[src/gpo_strap_pkg.sv]
// Shared constants for the general output routing and strap control block.
`default_nettype none
package gpo_strap_pkg;
    localparam int unsigned NUM_OUTPUTS   = 4;
    localparam int unsigned ADDR_W        = 3;
    localparam int unsigned SYNC_STAGES   = 3;
    // General output whose pin may carry the reference clock out.
    localparam int unsigned CLK_OUT_INDEX = 2;
    // General output whose pin may accept the reference clock in.
    localparam int unsigned CLK_IN_INDEX  = 3;
    // Source select encoding per output: 0 = remote pin, 1 = local bit.
    localparam logic        SRC_REMOTE    = 1'b0;
    localparam logic        SRC_LOCAL     = 1'b1;
    // Clock mode strap encoding: 0 = pixel clock, 1 = external oscillator.
    localparam logic        MODE_PIXEL    = 1'b0;
    localparam logic        MODE_EXT_OSC  = 1'b1;
    // Reset values of the configuration state.
    localparam logic [3:0]  RESET_OUT     = 4'h0;
    localparam logic [2:0]  RESET_ADDR    = 3'h0;
endpackage
`default_nettype wire

[src/gpo_strap_ctrl.sv]
// General output routing, clock mode strap and address strap control.
//
// Function
// Outputs 0,1 from remote pin or local bit.
// Output 2 remote/local, or reference clock out.
// Output 3 remote/local, or clock input.
// Mode strap picks pixel clock or oscillator.
// Address strap sets control bus address.
// Power-down input high means fully operating.
// Power-down low stops PLL, resets configuration.
// Reserved strap held low by system.
// Pixel inputs sampled on selected edge.
// Remote pin values synchronised before outputs.
`timescale 1ns/1ps
`default_nettype none
module gpo_strap_ctrl #(
    parameter int unsigned NUM_OUT = gpo_strap_pkg::NUM_OUTPUTS,
    parameter int unsigned ADDR_W  = gpo_strap_pkg::ADDR_W
) (
    input  wire logic               clk,
    input  wire logic               resetn,
    input  wire logic               power_down_n,
    input  wire logic               mode_strap,
    input  wire logic [ADDR_W-1:0]  address_strap,
    input  wire logic               reserved_strap,
    input  wire logic [NUM_OUT-1:0] remote_pin,
    input  wire logic [NUM_OUT-1:0] local_bit,
    input  wire logic [NUM_OUT-1:0] source_select,
    input  wire logic               clock_out_enable,
    input  wire logic               ref_clock_src,
    input  wire logic               strobe_edge_select,
    input  wire logic               pixel_rise_sample,
    input  wire logic               pixel_fall_sample,
    input  wire logic [NUM_OUT-1:0] general_output_in,
    output logic      [NUM_OUT-1:0] general_output,
    output logic      [NUM_OUT-1:0] general_output_oe,
    output logic                    ref_clock_in,
    output logic                    ext_osc_mode,
    output logic                    pll_enable,
    output logic                    device_enabled,
    output logic [ADDR_W-1:0]       target_address,
    output logic                    pixel_sample,
    output logic                    reserved_fault
);
    // Operating state of the device.
    // The device is either off, capturing its straps, or running. The separate
    // capture state gives the strap synchronisers one settled cycle first.
    typedef enum logic [1:0] {
        ST_OFF     = 2'b00,  // Powered down, configuration at defaults.
        ST_LATCH   = 2'b01,  // Capturing straps after power-up.
        ST_RUN     = 2'b10   // Enabled and fully operating.
    } op_state_t;

    // All state lives in one packed word, so reset clears it in one place.
    typedef struct packed {
        op_state_t          state;
        logic               ext_mode;   // Captured clock mode strap.
        logic [ADDR_W-1:0]  addr;       // Captured address strap.
        logic [NUM_OUT-1:0] out;        // Registered general output values.
        logic [NUM_OUT-1:0] oe;         // Output enables.
        logic               sample;     // Selected pixel edge sample.
        logic               res_fault;  // Reserved strap seen high.
        logic               clk_in;     // Registered clock input level.
    } ctrl_state_t;

    ctrl_state_t st_q;  // Registered state.
    ctrl_state_t st_d;  // Next state.

    // Synchronised versions of every input that comes from a pin or the link.
    // Each passes three stages and an output register and counts once stages two and three agree,
    // which costs about four cycles of latency on every strap and remote value.
    logic [NUM_OUT-1:0] remote_s;  // Remote pin values in local domain.
    logic               pdn_s;     // Power-down level.
    logic               mode_s;    // Clock mode strap level.
    logic [ADDR_W-1:0]  addr_s;    // Address strap level.
    logic               res_s;     // Reserved strap level.
    logic               ref_clock_in_s;   // Clock input arriving on output 3.

    // Elaboration checks: the routing is written for exactly four outputs.
    if (NUM_OUT != gpo_strap_pkg::NUM_OUTPUTS)
    begin
        $error("gpo_strap_ctrl serves exactly four general outputs.");
    end
    // An address strap needs at least one bit to hold a level.
    if (ADDR_W < 1)
    begin
        $error("gpo_strap_ctrl needs ADDR_W of at least one.");
    end

    // Remote values cross into the local clock before reaching the pins.
    // Reset clears the stages, so remote values read low until the link settles.
    pin_sync #(.WIDTH(NUM_OUT)) u_remote_sync (
        .clk      (clk),
        .resetn   (resetn),
        .async_in (remote_pin),
        .sync_out (remote_s)
    );

    // Straps, power-down and the clock input are also pins, so they are filtered too.
    // The clock input shares this filter, which limits the usable oscillator rate.
    pin_sync #(.WIDTH(ADDR_W + 4)) u_strap_sync (
        .clk      (clk),
        .resetn   (resetn),
        .async_in ({power_down_n, mode_strap, address_strap, reserved_strap,
                    general_output_in[gpo_strap_pkg::CLK_IN_INDEX]}),
        .sync_out ({pdn_s, mode_s, addr_s, res_s, ref_clock_in_s})
    );

    // Pick the source of one output: remote pin value or local bit.
    // Kept as a function so the same decode serves every output in the loop.
    function automatic logic route_bit(input logic sel, input logic rem, input logic loc);
        begin
            route_bit = (sel == gpo_strap_pkg::SRC_LOCAL) ? loc : rem;
        end
    endfunction

    // Next-state logic: power sequencing, strap capture and output routing.
    always_comb
    begin
        // Every field holds unless a branch below says otherwise.
        st_d = st_q;
        // The clock input is registered in every state and masked by the mode bit,
        // so it can never show while the pin is still an ordinary output.
        st_d.clk_in = st_q.ext_mode & ref_clock_in_s;
        case (st_q.state)
            ST_OFF:
            begin
                // Configuration returns to defaults while powered down.
                st_d.ext_mode  = gpo_strap_pkg::MODE_PIXEL;
                st_d.addr      = ADDR_W'(gpo_strap_pkg::RESET_ADDR);
                st_d.out       = NUM_OUT'(gpo_strap_pkg::RESET_OUT);
                // With the enables low the pins fall to whatever the board pulls them to.
                st_d.oe        = '0;
                st_d.sample    = 1'b0;
                st_d.res_fault = 1'b0;
                // Leave off only once the filtered power-down input reads high.
                if (pdn_s)
                begin
                    st_d.state = ST_LATCH;
                end
            end
            ST_LATCH:
            begin
                // Straps are captured once, so later pin noise cannot move them.
                st_d.ext_mode = mode_s;
                st_d.addr     = addr_s;
                // Power-down passed the same filter, so the straps have settled by now.
                // A power-down that arrives during capture drops straight back to off.
                st_d.state    = pdn_s ? ST_RUN : ST_OFF;
            end
            ST_RUN:
            begin
                if (!pdn_s)
                begin
                    // The outputs stand one cycle more; the off state then clears them.
                    st_d.state = ST_OFF;
                end
                else
                begin
                    // Fully operating while power-down input stays high.
                    for (int i = 0; i < NUM_OUT; i++)
                    begin
                        // Route each output from its chosen source.
                        st_d.out[i] = route_bit(source_select[i], remote_s[i], local_bit[i]);
                        // Every output drives its pin while the device runs, except output 3 in oscillator mode.
                        st_d.oe[i]  = 1'b1;
                    end
                    // Output 2 carries the reference clock in oscillator mode.
                    // Without the enable the pin stays an ordinary output in either mode.
                    if (st_q.ext_mode == gpo_strap_pkg::MODE_EXT_OSC && clock_out_enable)
                    begin
                        st_d.out[gpo_strap_pkg::CLK_OUT_INDEX] = ref_clock_src;
                    end
                    // Output 3 turns into the clock input in oscillator mode.
                    // Its output bit is parked low so nothing stale shows if the mode changes.
                    if (st_q.ext_mode == gpo_strap_pkg::MODE_EXT_OSC)
                    begin
                        st_d.out[gpo_strap_pkg::CLK_IN_INDEX] = 1'b0;
                        st_d.oe[gpo_strap_pkg::CLK_IN_INDEX]  = 1'b0;
                    end
                    // Pixel inputs take the sample of the selected edge.
                    // The edge choice is a live input, so a change acts on the next cycle.
                    st_d.sample = strobe_edge_select ? pixel_rise_sample : pixel_fall_sample;
                    // The system must hold the reserved strap low; flag it sticky if not.
                    // Only the off state clears it, so a violation held long enough to pass the strap filter is never lost.
                    st_d.res_fault = st_q.res_fault | res_s;
                end
            end
            default:
            begin
                // An unused state code recovers to off.
                st_d.state = ST_OFF;
            end
        endcase
    end

    // All state clears on reset, which is the off state with defaults.
    // The reset branch loads constants only.
    always_ff @(posedge clk or negedge resetn)
    begin
        if (!resetn)
        begin
            st_q <= '0;
        end
        else
        begin
            st_q <= st_d;
        end
    end

    // Data outputs come straight from registers, so the pins never glitch.
    // Enable and PLL status are decoded from the state register and change together.
    assign general_output    = st_q.out;
    assign general_output_oe = st_q.oe;
    assign ref_clock_in      = st_q.clk_in;
    assign ext_osc_mode      = st_q.ext_mode;
    assign pll_enable        = (st_q.state == ST_RUN);
    assign device_enabled    = (st_q.state == ST_RUN);
    assign target_address    = st_q.addr;
    assign pixel_sample      = st_q.sample;
    assign reserved_fault    = st_q.res_fault;
endmodule
`default_nettype wire

[src/pin_sync.sv]
// Three-stage input synchroniser with a second and third stage agreement filter.
`timescale 1ns/1ps
`default_nettype none
module pin_sync #(
    parameter int unsigned WIDTH = 1
) (
    input  wire logic             clk,
    input  wire logic             resetn,
    input  wire logic [WIDTH-1:0] async_in,
    output logic      [WIDTH-1:0] sync_out
);
    // The first stage only feeds the second, so metastability stays contained.
    typedef struct packed {
        logic [WIDTH-1:0] s1;
        logic [WIDTH-1:0] s2;
        logic [WIDTH-1:0] s3;
        logic [WIDTH-1:0] out;
    } sync_state_t;

    sync_state_t st_q;  // Registered state.
    sync_state_t st_d;  // Next state.

    // Elaboration check: a zero-width synchroniser has nothing to carry.
    if (WIDTH < 1)
    begin
        $error("pin_sync needs WIDTH of at least one.");
    end

    // A change is accepted only once the second and third stages agree.
    always_comb
    begin
        st_d    = st_q;
        st_d.s1 = async_in;
        st_d.s2 = st_q.s1;
        st_d.s3 = st_q.s2;
        for (int i = 0; i < WIDTH; i++)
        begin
            if (st_q.s2[i] == st_q.s3[i])
            begin
                st_d.out[i] = st_q.s3[i];
            end
        end
    end

    // Stages clear to zero under reset.
    always_ff @(posedge clk or negedge resetn)
    begin
        if (!resetn)
        begin
            st_q <= '0;
        end
        else
        begin
            st_q <= st_d;
        end
    end

    assign sync_out = st_q.out;
endmodule
`default_nettype wire
[config.mk]
export PLATFORM = sky130hd
export DESIGN_NAME = gpo_strap_ctrl
export DESIGN_NICKNAME = d
export VERILOG_FILES = /design/src/gpo_strap_pkg.sv /design/src/gpo_strap_ctrl.sv /design/src/pin_sync.sv
export SDC_FILE = /design/constraint.sdc
export NUM_CORES = 1
export LEC_CHECK = 0
export BUFFER_PORTS_ARGS = -buffer_cell sky130_fd_sc_hd__buf_2
export CORE_MARGIN = 4
export CORE_UTILIZATION = 52
export DETAILED_ROUTE_END_ITERATION = 12
export PLACE_DENSITY = 0.89
export SYNTH_ARGS = -nofsm -noshare
export SYNTH_HDL_FRONTEND = slang
export SYNTH_HIERARCHICAL = 1
export SYNTH_SLANG_ARGS = --single-unit
[constraint.sdc]
create_clock -name clk -period 1.2 [get_ports clk]
set_input_delay 0.06 -clock clk [delete_from_list [all_inputs] [get_ports clk]]
set_output_delay 0.06 -clock clk [all_outputs]
set_load 0.005 [all_outputs]
Yosys cells after proc, flatten, opt, wreduce, memory -nomap -nowiden
Cells that the tools add are included. Widths: inputs -> output; s select.

Register bits after elaboration: 61. Output and inout bits: 17. Logic and storage cells: 64.

Equal/unequal tests: 16. Mux-type cells: 15. Bitwise logic cells: 2. Reductions and logical operators: 6.

Operator list (count): $pmux 10 s2 (1); $eq 1x1->1 (11); $mux 10 (1); $mux 1 (8); $pmux 4 s2 (1); $mux 2 (3); $pmux 2 s3 (1); $ne 2x1->1 const B (2); $reduce_and 2->1 (2); $reduce_bool 2->1 (2); $eq 2x1->1 const B (1); $eq 2x2->1 const B (1); $logic_not 2->1 (1); $ne 2x2->1 const B (1); $and 1x1->1 (1); $logic_and 1x1->1 (1); $or 1x1->1 (1).

Logic depth before layout (Yosys ltp)
Gate-level depths: netlist (run 1).

Word-level depth: 4. Depth in mapped cells: 5. Gate-level depth less buffers: 3.

Cells and area by module
The synthesis (run 1) kept the hierarchy.

By module, submodules not included: pin_sync at u_strap_sync (times used 1, cells an instance 42, area an instance 832.0 um^2); gpo_strap_ctrl (times used 1, cells an instance 68, area an instance 807.0 um^2); pin_sync at u_remote_sync (times used 1, cells an instance 24, area an instance 475.5 um^2).

Least setup slack after synthesis (run 1)
No wires, ideal clock.

Path kind: flip-flop to flip-flop. Start: register u_remote_sync.st_q (netlist bit u_remote_sync/sync_out[2]). End: register st_q (netlist bit general_output[2]). Setup time: 0.126 ns. Arrival: 0.951 ns. Path slack: 0.123 ns. Cell stages (with the launch flop): 5. Buffers on the path: 1. Cells stage by stage: dfrtp_1 > buf_4 > mux2_1 > mux2i_1 > o21ai_2.

Word-level cells in the longest chain between the ends: 4.

RTL lines: start: declaration (RTL line pin_sync.sv:20) `sync_state_t st_q;`; start signal: assignment (RTL line pin_sync.sv:54) `st_q <= st_d;`; $mux 1 (RTL line gpo_strap_ctrl.sv:113) `route_bit = (sel == gpo_strap_pkg::SRC_LOCAL) ? loc : rem;`; $mux 1 (RTL line gpo_strap_ctrl.sv:170) `if (st_q.ext_mode == gpo_strap_pkg::MODE_EXT_OSC && clock_out_enable)`; $mux 10 (RTL line gpo_strap_ctrl.sv:153) `if (!pdn_s)`; $pmux 10 s2 (RTL line gpo_strap_ctrl.sv:125) `case (st_q.state)`; end signal: assignment (RTL line gpo_strap_ctrl.sv:207) `st_q <= st_d;`; end: declaration (RTL line gpo_strap_ctrl.sv:66) `ctrl_state_t st_q;`.

Every way passes these cells. The select of a mux whose other input is x is not followed. A chain may end at the register's enable or synchronous reset.

Worst setup path after layout (run 1)
Start: register st_q[15] in the netlist's numbering. End: output port device_enabled.

Word-level cells in the longest chain between the ends: 1.

RTL lines: $eq 2x2->1 (RTL line gpo_strap_ctrl.sv:218) `assign device_enabled = (st_q.state == ST_RUN);`; end: declaration (RTL line gpo_strap_ctrl.sv:40) `output logic device_enabled,`.

Every way passes these cells.

==> flow_summary.yaml, run 1 <==
floorplanning:
  boundaryPins: 46
  die_height_um: 71.8
  die_width_um: 71.8
  design.core.area_um2: 3800
  placementRows: 22
  die-area_um2: 5150
  start_util_pct: 55.7
synthesis:
  synth.ff_latch_count: 59
  synth-seq-area-share_pct: 69.8
  post_synth_mux_area_share_pct: 2.90
  synth.cell_area_um2: 2110
  synth.lib_cells_used.distinct: 23
  synth_nets: 163
  synth_area_in_adders_pct: 5.86
  post_synth_and_or_nand_nor_area_fraction_pct: 6.63
  syn_avg_cell_area_um2: 15.8
  synth_xor_xnor_area_share_pct: 0
  dominant_combinational_cell_family_by_area_after_synthesis: "buffers and inverters"
  synth_cells: 134
  synth_warnings: 6
  synth_compound_area_share_pct: 4.79
clock_tree:
  number_of_clock_buffers_inserted_by_tritoncts: 9
  cts_max_path_buffers: 2
  tritoncts_num_sinks: 59
  cts_root_buf: "sky130_fd_sc_hd__clkbuf_8"
  tritoncts: "done"
  clkLatencyLatePin_ns: 0.32
  ctsHtreeMaxLevel: 3
  clkSlewWorstSetupHoldPaths_ns: 0.06
hold_path:
  min-delay-path-class: "in -> reg"
  worst_hold_startpoint: "ref_clock_src"
  whs_endpoint: "general_output[2]$_DFFE_PN0P_"
  hold-path-cell-count: 3
sta:
  fraction_of_the_cycle_the_final_worst_path_needs_pct: 98.8
  finalSetupViolCount: 0
  worst_slew_margin_rel_pct: 74.7
  minimum_period_implied_by_the_final_worst_setup_slack_ns: 1.19
  finalMaxSlewViolations: 0
  hold_viol_final: 0
  setup_ws_ns: 0.0138
  grt_setup_unrepaired: "yes"
  timing.fmax_mhz: 843
  worst-slew-pin-transition_ns: 0.379
  fin_tns_setup_ns: 0
  fin_skew_ns: 0.00640
routing:
  ant_nets: 0
  drt_pre_antenna_iters: 2
  route.detailed.vias_per_inst: 4.83
  detail_route.drc_violations: 0
  wl_per_cell_um: 13.8
  drt-total-wl_mm: 3.23
  number_of_drc_violations_after_detailed_routing_iteration_0: 51
  detailroute.via_count: 1135
place:
  numPortBuffers: 42
  pre_cts_ws_ns: 0.0615
  post-dp-hpwl_mm: 2.09
  gp_congestion: 0.786
worst_setup_path:
  r2r_slack_ns: 0.02
  cp_data_arrival_time_ns: 1.13
  setup.worst_path.end_class: "primary output"
  critical_path_required_ns: 1.14
  cp-start-kind: "register"
  r2r_cells: 4
  worstReg2RegEnd: "ext_osc_mode$_DFFE_PN0P_"
  timing.setup.critical_path_class: "reg -> out"
  timing.rr.start: "st_q[15]$_DFFE_PN0P_"
  critical_path_peak_fanout: 4
outcome:
  run_status: "complete, no violations"
pwr:
  max-vdd-ir-drop_uv: 1340
  power.density_cell_area_nw_per_um2: 1930
  power.leakage_uw: 0.00132
cells_and_area:
  layout.nets: 211
  num-fill-cells: 275
  antennaDiodeCount: 0
  areaGrowthSynthToFinish_pct: 25.9
  final_layout_size_suffix_gt1_share_pct: 49.7
global_route:
  grt_pass1_wl_mm: 5.76
  maximum_number_of_pins_on_one_net_before_global_route_repair: 60
  gr-total-overflow: 0
  initial_antenna_violation_count: 0
  via_count_of_the_first_global_routing_pass: 1273
  grt_overall_usage_pct: 14.6
run:
  max_cap_viol: 0
## metrics by stage
stage / total power, µW / std cells / cell area, µm² / utilization, % / hold slack [ns]
global placement: 2750 / 200 / 2200 / 57.9 / 0.0735
global route: 5400 / 235 / 2660 / 70.1 / 0.0325
detailed placement: 2780 / 200 / 2200 / 57.9 / 0.0884
CTS: 5120 / 232 / 2610 / 68.8 / 0.0174
floorplan: 2720 / 134 / 2110 / - / -0.236
finish: 5130 / 235 / 2660 / 70.1 / 0.0255
## layer usage
layer  up-vias  track usage [%]  share of wire, %
met5         -                0                 0
met4         0             6.05               1.0
met3         4             5.89               7.7
met2        41             24.1                51
met1       562             16.9                41
li1        528                -                 -
## worst max-delay path, stage by stage, from the launching register on
cell and delay, ns:
sky130_fd_sc_hd__dfrtp_1 0.41, sky130_fd_sc_hd__and2b_4 0.30, sky130_fd_sc_hd__buf_6 0.10
## timing repair
| item | in CTS | in global routing |
|---|---|---|
| hold buffers | 12 | 0 |
| gates resized for setup | 1 | 4 |
| setup endpoints to repair | 2 | 9 |
| cloned | 0 | 1 |
| buffers inserted | 4 | 2 |
| endpoints found under the hold margin | 70 | 0 |
## cells in the mapped netlist
master                     instances  area share [%]
sky130_fd_sc_hd__nor2b_2           1            0.41
sky130_fd_sc_hd__and2_1            2            0.59
sky130_fd_sc_hd__o21ai_1           1            0.24
sky130_fd_sc_hd__or2_1             1            0.30
sky130_fd_sc_hd__nand2_1           5            0.89
sky130_fd_sc_hd__a22o_1            3             1.2
sky130_fd_sc_hd__nand3b_4          1            0.95
sky130_fd_sc_hd__nor2b_1           1            0.30
sky130_fd_sc_hd__buf_4            24             8.5
sky130_fd_sc_hd__nand3_2           5             2.4
sky130_fd_sc_hd__o31ai_1           1            0.36
sky130_fd_sc_hd__mux2i_1           5             2.4
sky130_fd_sc_hd__mux2_1            1            0.53
sky130_fd_sc_hd__o21ai_0           1            0.24
sky130_fd_sc_hd__o21a_1            1            0.36
sky130_fd_sc_hd__maj3_2           11             5.9
sky130_fd_sc_hd__buf_12            1            0.95
sky130_fd_sc_hd__buf_6             1            0.53
sky130_fd_sc_hd__o21ai_2           5             2.1
sky130_fd_sc_hd__nor2_1            2            0.36
sky130_fd_sc_hd__dfrtp_1          59              70
sky130_fd_sc_hd__and2b_4           1            0.47
sky130_fd_sc_hd__a31oi_1           1            0.30
## area by class of cell
| cell class | count | area, µm² | share of cell area [%] |
|---|---|---|---|
| clock buffers | 12 | 165 | 6.20 |
| clock inverters | 4 | 95.1 | 3.57 |
| multi-input cells | 50 | 449 | 16.9 |
| flip-flops and latches | 59 | 1480 | 55.5 |
| well taps | 48 | 60.1 | 2.26 |
| repair buffers | 62 | 415 | 15.6 |
## power by group
part,switching [µW],internal (µW)
clock network,701,1550
registers,127,2160
logic,256,340
## worst max-delay path by stage
stage / slack (ns) / cells past startpoint / startpoint / endpoint
2_1_floorplan: 0.12 / 4 / u_remote_sync/sync_out[2]$_DFFE_PN0N_ / general_output[2]$_DFFE_PN0P_
6_report: 0.01 / 2 / st_q[15]$_DFFE_PN0P_ / device_enabled
3_5_place_dp: 0.06 / 3 / st_q[16]$_DFFE_PN0P_ / general_output_oe[3]$_DFFE_PN0P_
5_1_grt: -0.04 / 2 / st_q[15]$_DFFE_PN0P_ / device_enabled
3_3_place_gp: 0.09 / 3 / st_q[16]$_DFFE_PN0P_ / general_output[3]$_DFFE_PN0P_
4_1_cts: 0.006 / 2 / st_q[16]$_DFFE_PN0P_ / device_enabled
## layout by cell type, fill, tap and decap left out, drive strengths merged
cell type	instances
dfrtp	59
buf	50
clkbuf	12
dlygate4sd3	12
maj3	11
o21ai	7
nand2	5
mux2i	5
nand3	5
a22o	3
bufinv	3
and2	2
nor2	2
nand3b	2
nor2b	2
and2b	1
o21a	1
or2	1
o31ai	1
a31oi	1
mux2	1
clkinv	1
## cell families (layout without fill, tap and decap cells)
kind of cell,after synthesis,count (layout)
mux,6,6
fa+ha+maj,11,11
buf+inv,26,78
compound gates,13,13
flops,59,59
simple gates,19,20
## registers in the layout, indices dropped and copies added (netlist names), 3 cells and up
signal / flops
u_strap_sync/st_q: 7
u_strap_sync/st_d: 14
u_remote_sync/st_d: 8
general_output: 4
u_strap_sync/sync_out: 7
u_remote_sync/sync_out: 4
target_address: 3
u_remote_sync/st_q: 4
Note: power is estimated with default switching activity, not from simulation.
==> run 2: changes to the inputs <==
- clock period: 1.2 -> 1.3 ns (I/O delays scaled with it)
==> flow_summary.yaml, run 2 (synthesis gave the netlist of run 1 again) <==
routing:
  number_of_drc_violations_after_detailed_routing_iteration_0: 79
  route.detailed.vias_per_inst: 4.73
  detail_route.drc_violations: 0
  detailroute.via_count: 1074
  drt-total-wl_mm: 3.01
  wl_per_cell_um: 13.3
  drt_pre_antenna_iters: 4
  ant_nets: 0
floorplanning:
  design.core.area_um2: 3800
  die_width_um: 71.8
  start_util_pct: 55.7
  boundaryPins: 46
  die_height_um: 71.8
  placementRows: 22
  die-area_um2: 5150
cells_and_area:
  layout.cells.most_common_list: "sky130_fd_sc_hd__dfrtp_1, sky130_fd_sc_hd__buf_2, sky130_fd_sc_hd__clkbuf_8, sky130_fd_sc_hd__dlygate4sd3_1, sky130_fd_sc_hd__maj3_2"
  largest_reg_flops: 14
  multi_input_area_um2: 427
  areaGrowthSynthToFinish_pct: 18.3
  antennaDiodeCount: 0
  most_common_cell_after_layout_fill_and_taps_aside: "sky130_fd_sc_hd__dfrtp_1"
  layout.area.seq_um2: 1480
  num-fill-cells: 266
  final_layout_size_suffix_gt1_share_pct: 46.4
  layout.nets: 204
global_route:
  grt_pass1_wl_mm: 5.33
  use_met3_pct: 4.91
  use_met2_pct: 22.1
  grtUsageMet1_pct: 16.0
  gr-total-overflow: 0
  initial_antenna_violation_count: 0
  grt_most_used_layer: "met2"
  grt_overall_usage_pct: 13.6
  via_count_of_the_first_global_routing_pass: 1168
  maximum_number_of_pins_on_one_net_before_global_route_repair: 60
sta:
  finalMaxSlewViolations: 0
  worst-slew-pin-transition_ns: 0.295
  grt_setup_unrepaired: "no"
  fraction_of_the_cycle_the_final_worst_path_needs_pct: 94.7
  fin_tns_setup_ns: 0
  worst_slew_margin_rel_pct: 80.3
  hold_viol_final: 0
  finalSetupViolCount: 0
  timing.fmax_mhz: 813
  minimum_period_implied_by_the_final_worst_setup_slack_ns: 1.23
  fin_skew_ns: 0.00956
pwr:
  total_power_uw: 4010
  sw_frac_of_total_pct: 23.6
  power_frac_clock_pct: 36.3
  power.leakage_uw: 0.00123
  cellInternalPower_uw: 3060
  power.share.sequential_pct: 52.7
  power.density_cell_area_nw_per_um2: 1600
  pwr-share-comb_pct: 11.1
  power_switching_uw: 944
  max-vdd-ir-drop_uv: 1090
worst_setup_path:
  cp-start-kind: "register"
  cp_data_arrival_time_ns: 1.17
  critical_path_required_ns: 1.24
  setup.worst_path.end_class: "primary output"
  timing.setup.critical_path_class: "reg -> out"
  critical_path_peak_fanout: 7
run:
  max_cap_viol: 0
clock_tree:
  clkLatencyLatePin_ns: 0.32
  tritoncts_num_sinks: 59
  ctsHtreeMaxLevel: 3
  tritoncts: "done"
  clkSlewWorstSetupHoldPaths_ns: 0.07
  cts_max_path_buffers: 2
  number_of_clock_buffers_inserted_by_tritoncts: 9
  cts_root_buf: "sky130_fd_sc_hd__clkbuf_8"
hold_path:
  min-delay-path-class: "in -> reg"
place:
  post-dp-hpwl_mm: 2.08
  numPortBuffers: 42
  gp_congestion: 0.786
outcome:
  run_status: "complete, no violations"
## run 2: cell types whose count changed in the layout (fill, tap and decap cells not counted), sizes merged
cell,delta
clkinv,+1
nand3b,-1
clkbuf,+1
bufinv,-3
buf,-6
## run 2: power groups by stage
stage	Combinational [µW]	Sequential [µW]	Clock, µW
floorplan	400	2110	0
global placement	406	2130	0
detailed placement	426	2140	0
CTS	455	2110	1500
global route	495	2140	1590
finish	443	2110	1450
## run 2: timing repair
| item | CTS | global route |
|---|---|---|
| endpoints found under the setup margin | 0 | 2 |
| hold buffers | 12 | 0 |
| buffers inserted | 0 | 0 |
| hold endpoints to repair | 70 | 0 |
| gates resized for setup | 0 | 1 |
## run 2: final timing paths
path / start / end / slack, ns / cells past startpoint
worst max-delay path: st_q[15]$_DFFE_PN0P_ / pll_enable / 0.07 / 2
worst min-delay path: local_bit[0] / general_output[0]$_DFFE_PN0P_ / 0.03 / 3
worst max register to register: st_q[15]$_DFFE_PN0P_ / general_output[3]$_DFFE_PN0P_ / 0.20 / 2
worst min register to register: u_remote_sync/st_d[9]$_DFF_PN0_ / u_remote_sync/st_d[5]$_DFF_PN0_ / 0.34 / 0
max in group asynchronous: resetn / st_q[15]$_DFFE_PN0P_ / 0.77 / 3
min in group asynchronous: resetn / u_strap_sync/sync_out[6]$_DFFE_PN0N_ / 0.29 / 3
## run 2: metal layers
layer	up-vias	routed length [µm]	share of wire, %
li1	509	-	-
met1	525	1240	41
met2	35	1470	49
met3	5	246	8.2
met4	0	50	1.7
met5	-	0	0
## run 2: area by class of cell
class / instances / area share [%]
clock inverter: 2 / 0.400
sequential: 59 / 59.1
clock buffer: 13 / 6.75
tap: 48 / 2.40
timing repair buffer: 56 / 14.3
multi-input combinational: 49 / 17.1
## run 2: through the flow
step | instance area (µm²) | worst slack [ns] | hold WS [ns] | util (%) | cells
global placement | 2200 | 0.229 | 0.0786 | 57.9 | 200
CTS | 2500 | 0.0528 | 0.0240 | 65.8 | 227
detailed placement | 2200 | 0.189 | 0.0984 | 57.9 | 200
floorplan | 2110 | 0.223 | -0.231 | - | 134
global route | 2500 | 0.0154 | 0.0246 | 65.8 | 227
finish | 2500 | 0.0694 | 0.0328 | 65.8 | 227
## run 2: critical path: stages (launching register included)
cell,delay [ns]
sky130_fd_sc_hd__dfrtp_2,0.44
sky130_fd_sc_hd__and2b_4,0.29
sky130_fd_sc_hd__buf_2,0.12
==> run 3: changes to the inputs <==
- CORE_UTILIZATION: 52 -> 47
- PLACE_DENSITY: 0.89 -> 0.78
- clock period: 1.3 -> 1 ns (I/O delays scaled with it)
==> flow_summary.yaml, run 3 (synthesis gave the netlist of run 1 again) <==
global_route:
  initial_antenna_violation_count: 0
  grt_pass1_wl_mm: 5.85
  via_count_of_the_first_global_routing_pass: 1278
  grt_overall_usage_pct: 15.0
  gr-total-overflow: 0
  maximum_number_of_pins_on_one_net_before_global_route_repair: 60
cells_and_area:
  final_layout_size_suffix_gt1_share_pct: 52.7
  utilization_pct: 64.2
  num-fill-cells: 314
  layout.cells.most_common_list: "sky130_fd_sc_hd__dfrtp_1, sky130_fd_sc_hd__buf_2, sky130_fd_sc_hd__dlygate4sd3_1, sky130_fd_sc_hd__clkbuf_8, sky130_fd_sc_hd__buf_6"
  largest_reg_flops: 14
  antennaDiodeCount: 0
  design_area_um2: 2800
  areaGrowthSynthToFinish_pct: 32.2
  layout.nets: 227
  most_common_cell_after_layout_fill_and_taps_aside: "sky130_fd_sc_hd__dfrtp_1"
routing:
  ant_nets: 0
  drt_pre_antenna_iters: 4
  route.detailed.vias_per_inst: 4.64
  wl_per_cell_um: 14.1
  drt-total-wl_mm: 3.60
  number_of_drc_violations_after_detailed_routing_iteration_0: 88
  detail_route.drc_violations: 0
  detailroute.via_count: 1183
sta:
  fin_tns_setup_ns: -2.40
  fin_skew_ns: 0.00314
  final.hold.worst_slack_ns: 0.0184
  grt_setup_unrepaired: "yes"
  hold_viol_final: 0
  minimum_period_implied_by_the_final_worst_setup_slack_ns: 1.25
  timing.fmax_mhz: 798
  finalMaxSlewViolations: 0
  setup_ws_ns: -0.254
  finalSetupViolCount: 15
  worst-slew-pin-transition_ns: 0.297
  fraction_of_the_cycle_the_final_worst_path_needs_pct: 125
  worst_slew_margin_rel_pct: 80.2
place:
  gp_congestion: 0.738
  numPortBuffers: 42
  cell_area_placed_um2: 2290
  post-dp-hpwl_mm: 2.20
worst_setup_path:
  setup.worst_path.end_class: "primary output"
  timing.setup.critical_path_class: "reg -> out"
  cp-start-kind: "register"
  critical_path_peak_fanout: 3
  critical_path_required_ns: 0.95
  r2r_cells: 5
  r2r_slack_ns: -0.21
  cp_data_arrival_time_ns: 1.20
  timing.rr.start: "st_q[15]$_DFFE_PN0P_"
  worstReg2RegEnd: "general_output_oe[3]$_DFFE_PN0P_"
pwr:
  max-vdd-ir-drop_uv: 1060
  power.leakage_uw: 0.00138
  power.density_cell_area_nw_per_um2: 2040
clock_tree:
  tritoncts_num_sinks: 59
  clkSlewWorstSetupHoldPaths_ns: 0.06
  cts_root_buf: "sky130_fd_sc_hd__clkbuf_8"
  number_of_clock_buffers_inserted_by_tritoncts: 9
  ctsHtreeMaxLevel: 3
  cts_max_path_buffers: 2
  clkLatencyLatePin_ns: 0.33
  tritoncts: "done"
hold_path:
  whs_endpoint: "general_output[1]$_DFFE_PN0P_"
  hold-path-cell-count: 3
  worst_hold_startpoint: "source_select[1]"
  min-delay-path-class: "in -> reg"
floorplanning:
  placementRows: 24
  die_width_um: 75.1
  die_height_um: 75.1
  die-area_um2: 5640
  boundaryPins: 46
  design.core.area_um2: 4350
  start_util_pct: 48.6
outcome:
  run_status: "complete, but fails checks"
  violated_checks: "setup timing"
run:
  max_cap_viol: 0
-- run 3: worst max-delay path by stage --
stage,startpoint,end,slack [ns]
after CTS,st_q[15]$_DFFE_PN0P_,pll_enable,-0.27
after floorplan,u_remote_sync/sync_out[2]$_DFFE_PN0N_,general_output[2]$_DFFE_PN0P_,-0.08
final,st_q[15]$_DFFE_PN0P_,pll_enable,-0.25
after global routing,st_q[15]$_DFFE_PN0P_,device_enabled,-0.30
after detailed placement,st_q[16]$_DFFE_PN0P_,reserved_fault$_DFFE_PN0P_,-0.11
after global placement,st_q[16]$_DFFE_PN0P_,reserved_fault$_DFFE_PN0P_,-0.06
-- run 3: critical path, cell delays in order, from the launching register on --
cell	delay, ns
sky130_fd_sc_hd__dfrtp_1	0.40
sky130_fd_sc_hd__buf_6	0.12
sky130_fd_sc_hd__and2b_4	0.26
sky130_fd_sc_hd__buf_6	0.10
-- run 3: layout make-up --
cell class | count | area, µm² | share of cell area, %
sequential | 59 | 1480 | 52.9
timing repair buffer | 78 | 589 | 21.1
multi-input combinational | 50 | 472 | 16.9
clock buffer | 15 | 186 | 6.67
tap | 52 | 65.1 | 2.33
clock inverter | 1 | 5.00 | 0.179
-- run 3: metrics by stage --
step           std cells  setup WS, ns  power (µW)
6_report             255        -0.254        5700
5_1_grt              255        -0.302        6000
4_1_cts              255        -0.270        5750
3_5_place_dp         215        -0.105        3450
3_3_place_gp         215       -0.0599        3400
2_1_floorplan        134       -0.0769        3270
-- run 3: what timing repair did --
action	4_1_cts	5_1_grt
gates cloned	1	0
resized for setup	19	5
endpoints found under the setup margin	16	17
setup buffers	8	3
hold buffers	16	0
pin swaps	8	3
hold endpoints to repair	74	0
-- run 3: layer usage --
layer / track usage [%] / part of all wire, % / vias to the layer above
li1: - / - / 563
met1: 16.8 / 38 / 569
met2: 24.1 / 51 / 45
met3: 8.01 / 9.4 / 6
met4: 5.93 / 1.5 / 0
met5: 0 / 0 / -
-- run 3: power breakdown --
part	total, µW	switching (µW)	internal [µW]
sequential	2730	134	2600
combinational	989	407	582
clock	1990	818	1170
total	5700	1360	4340
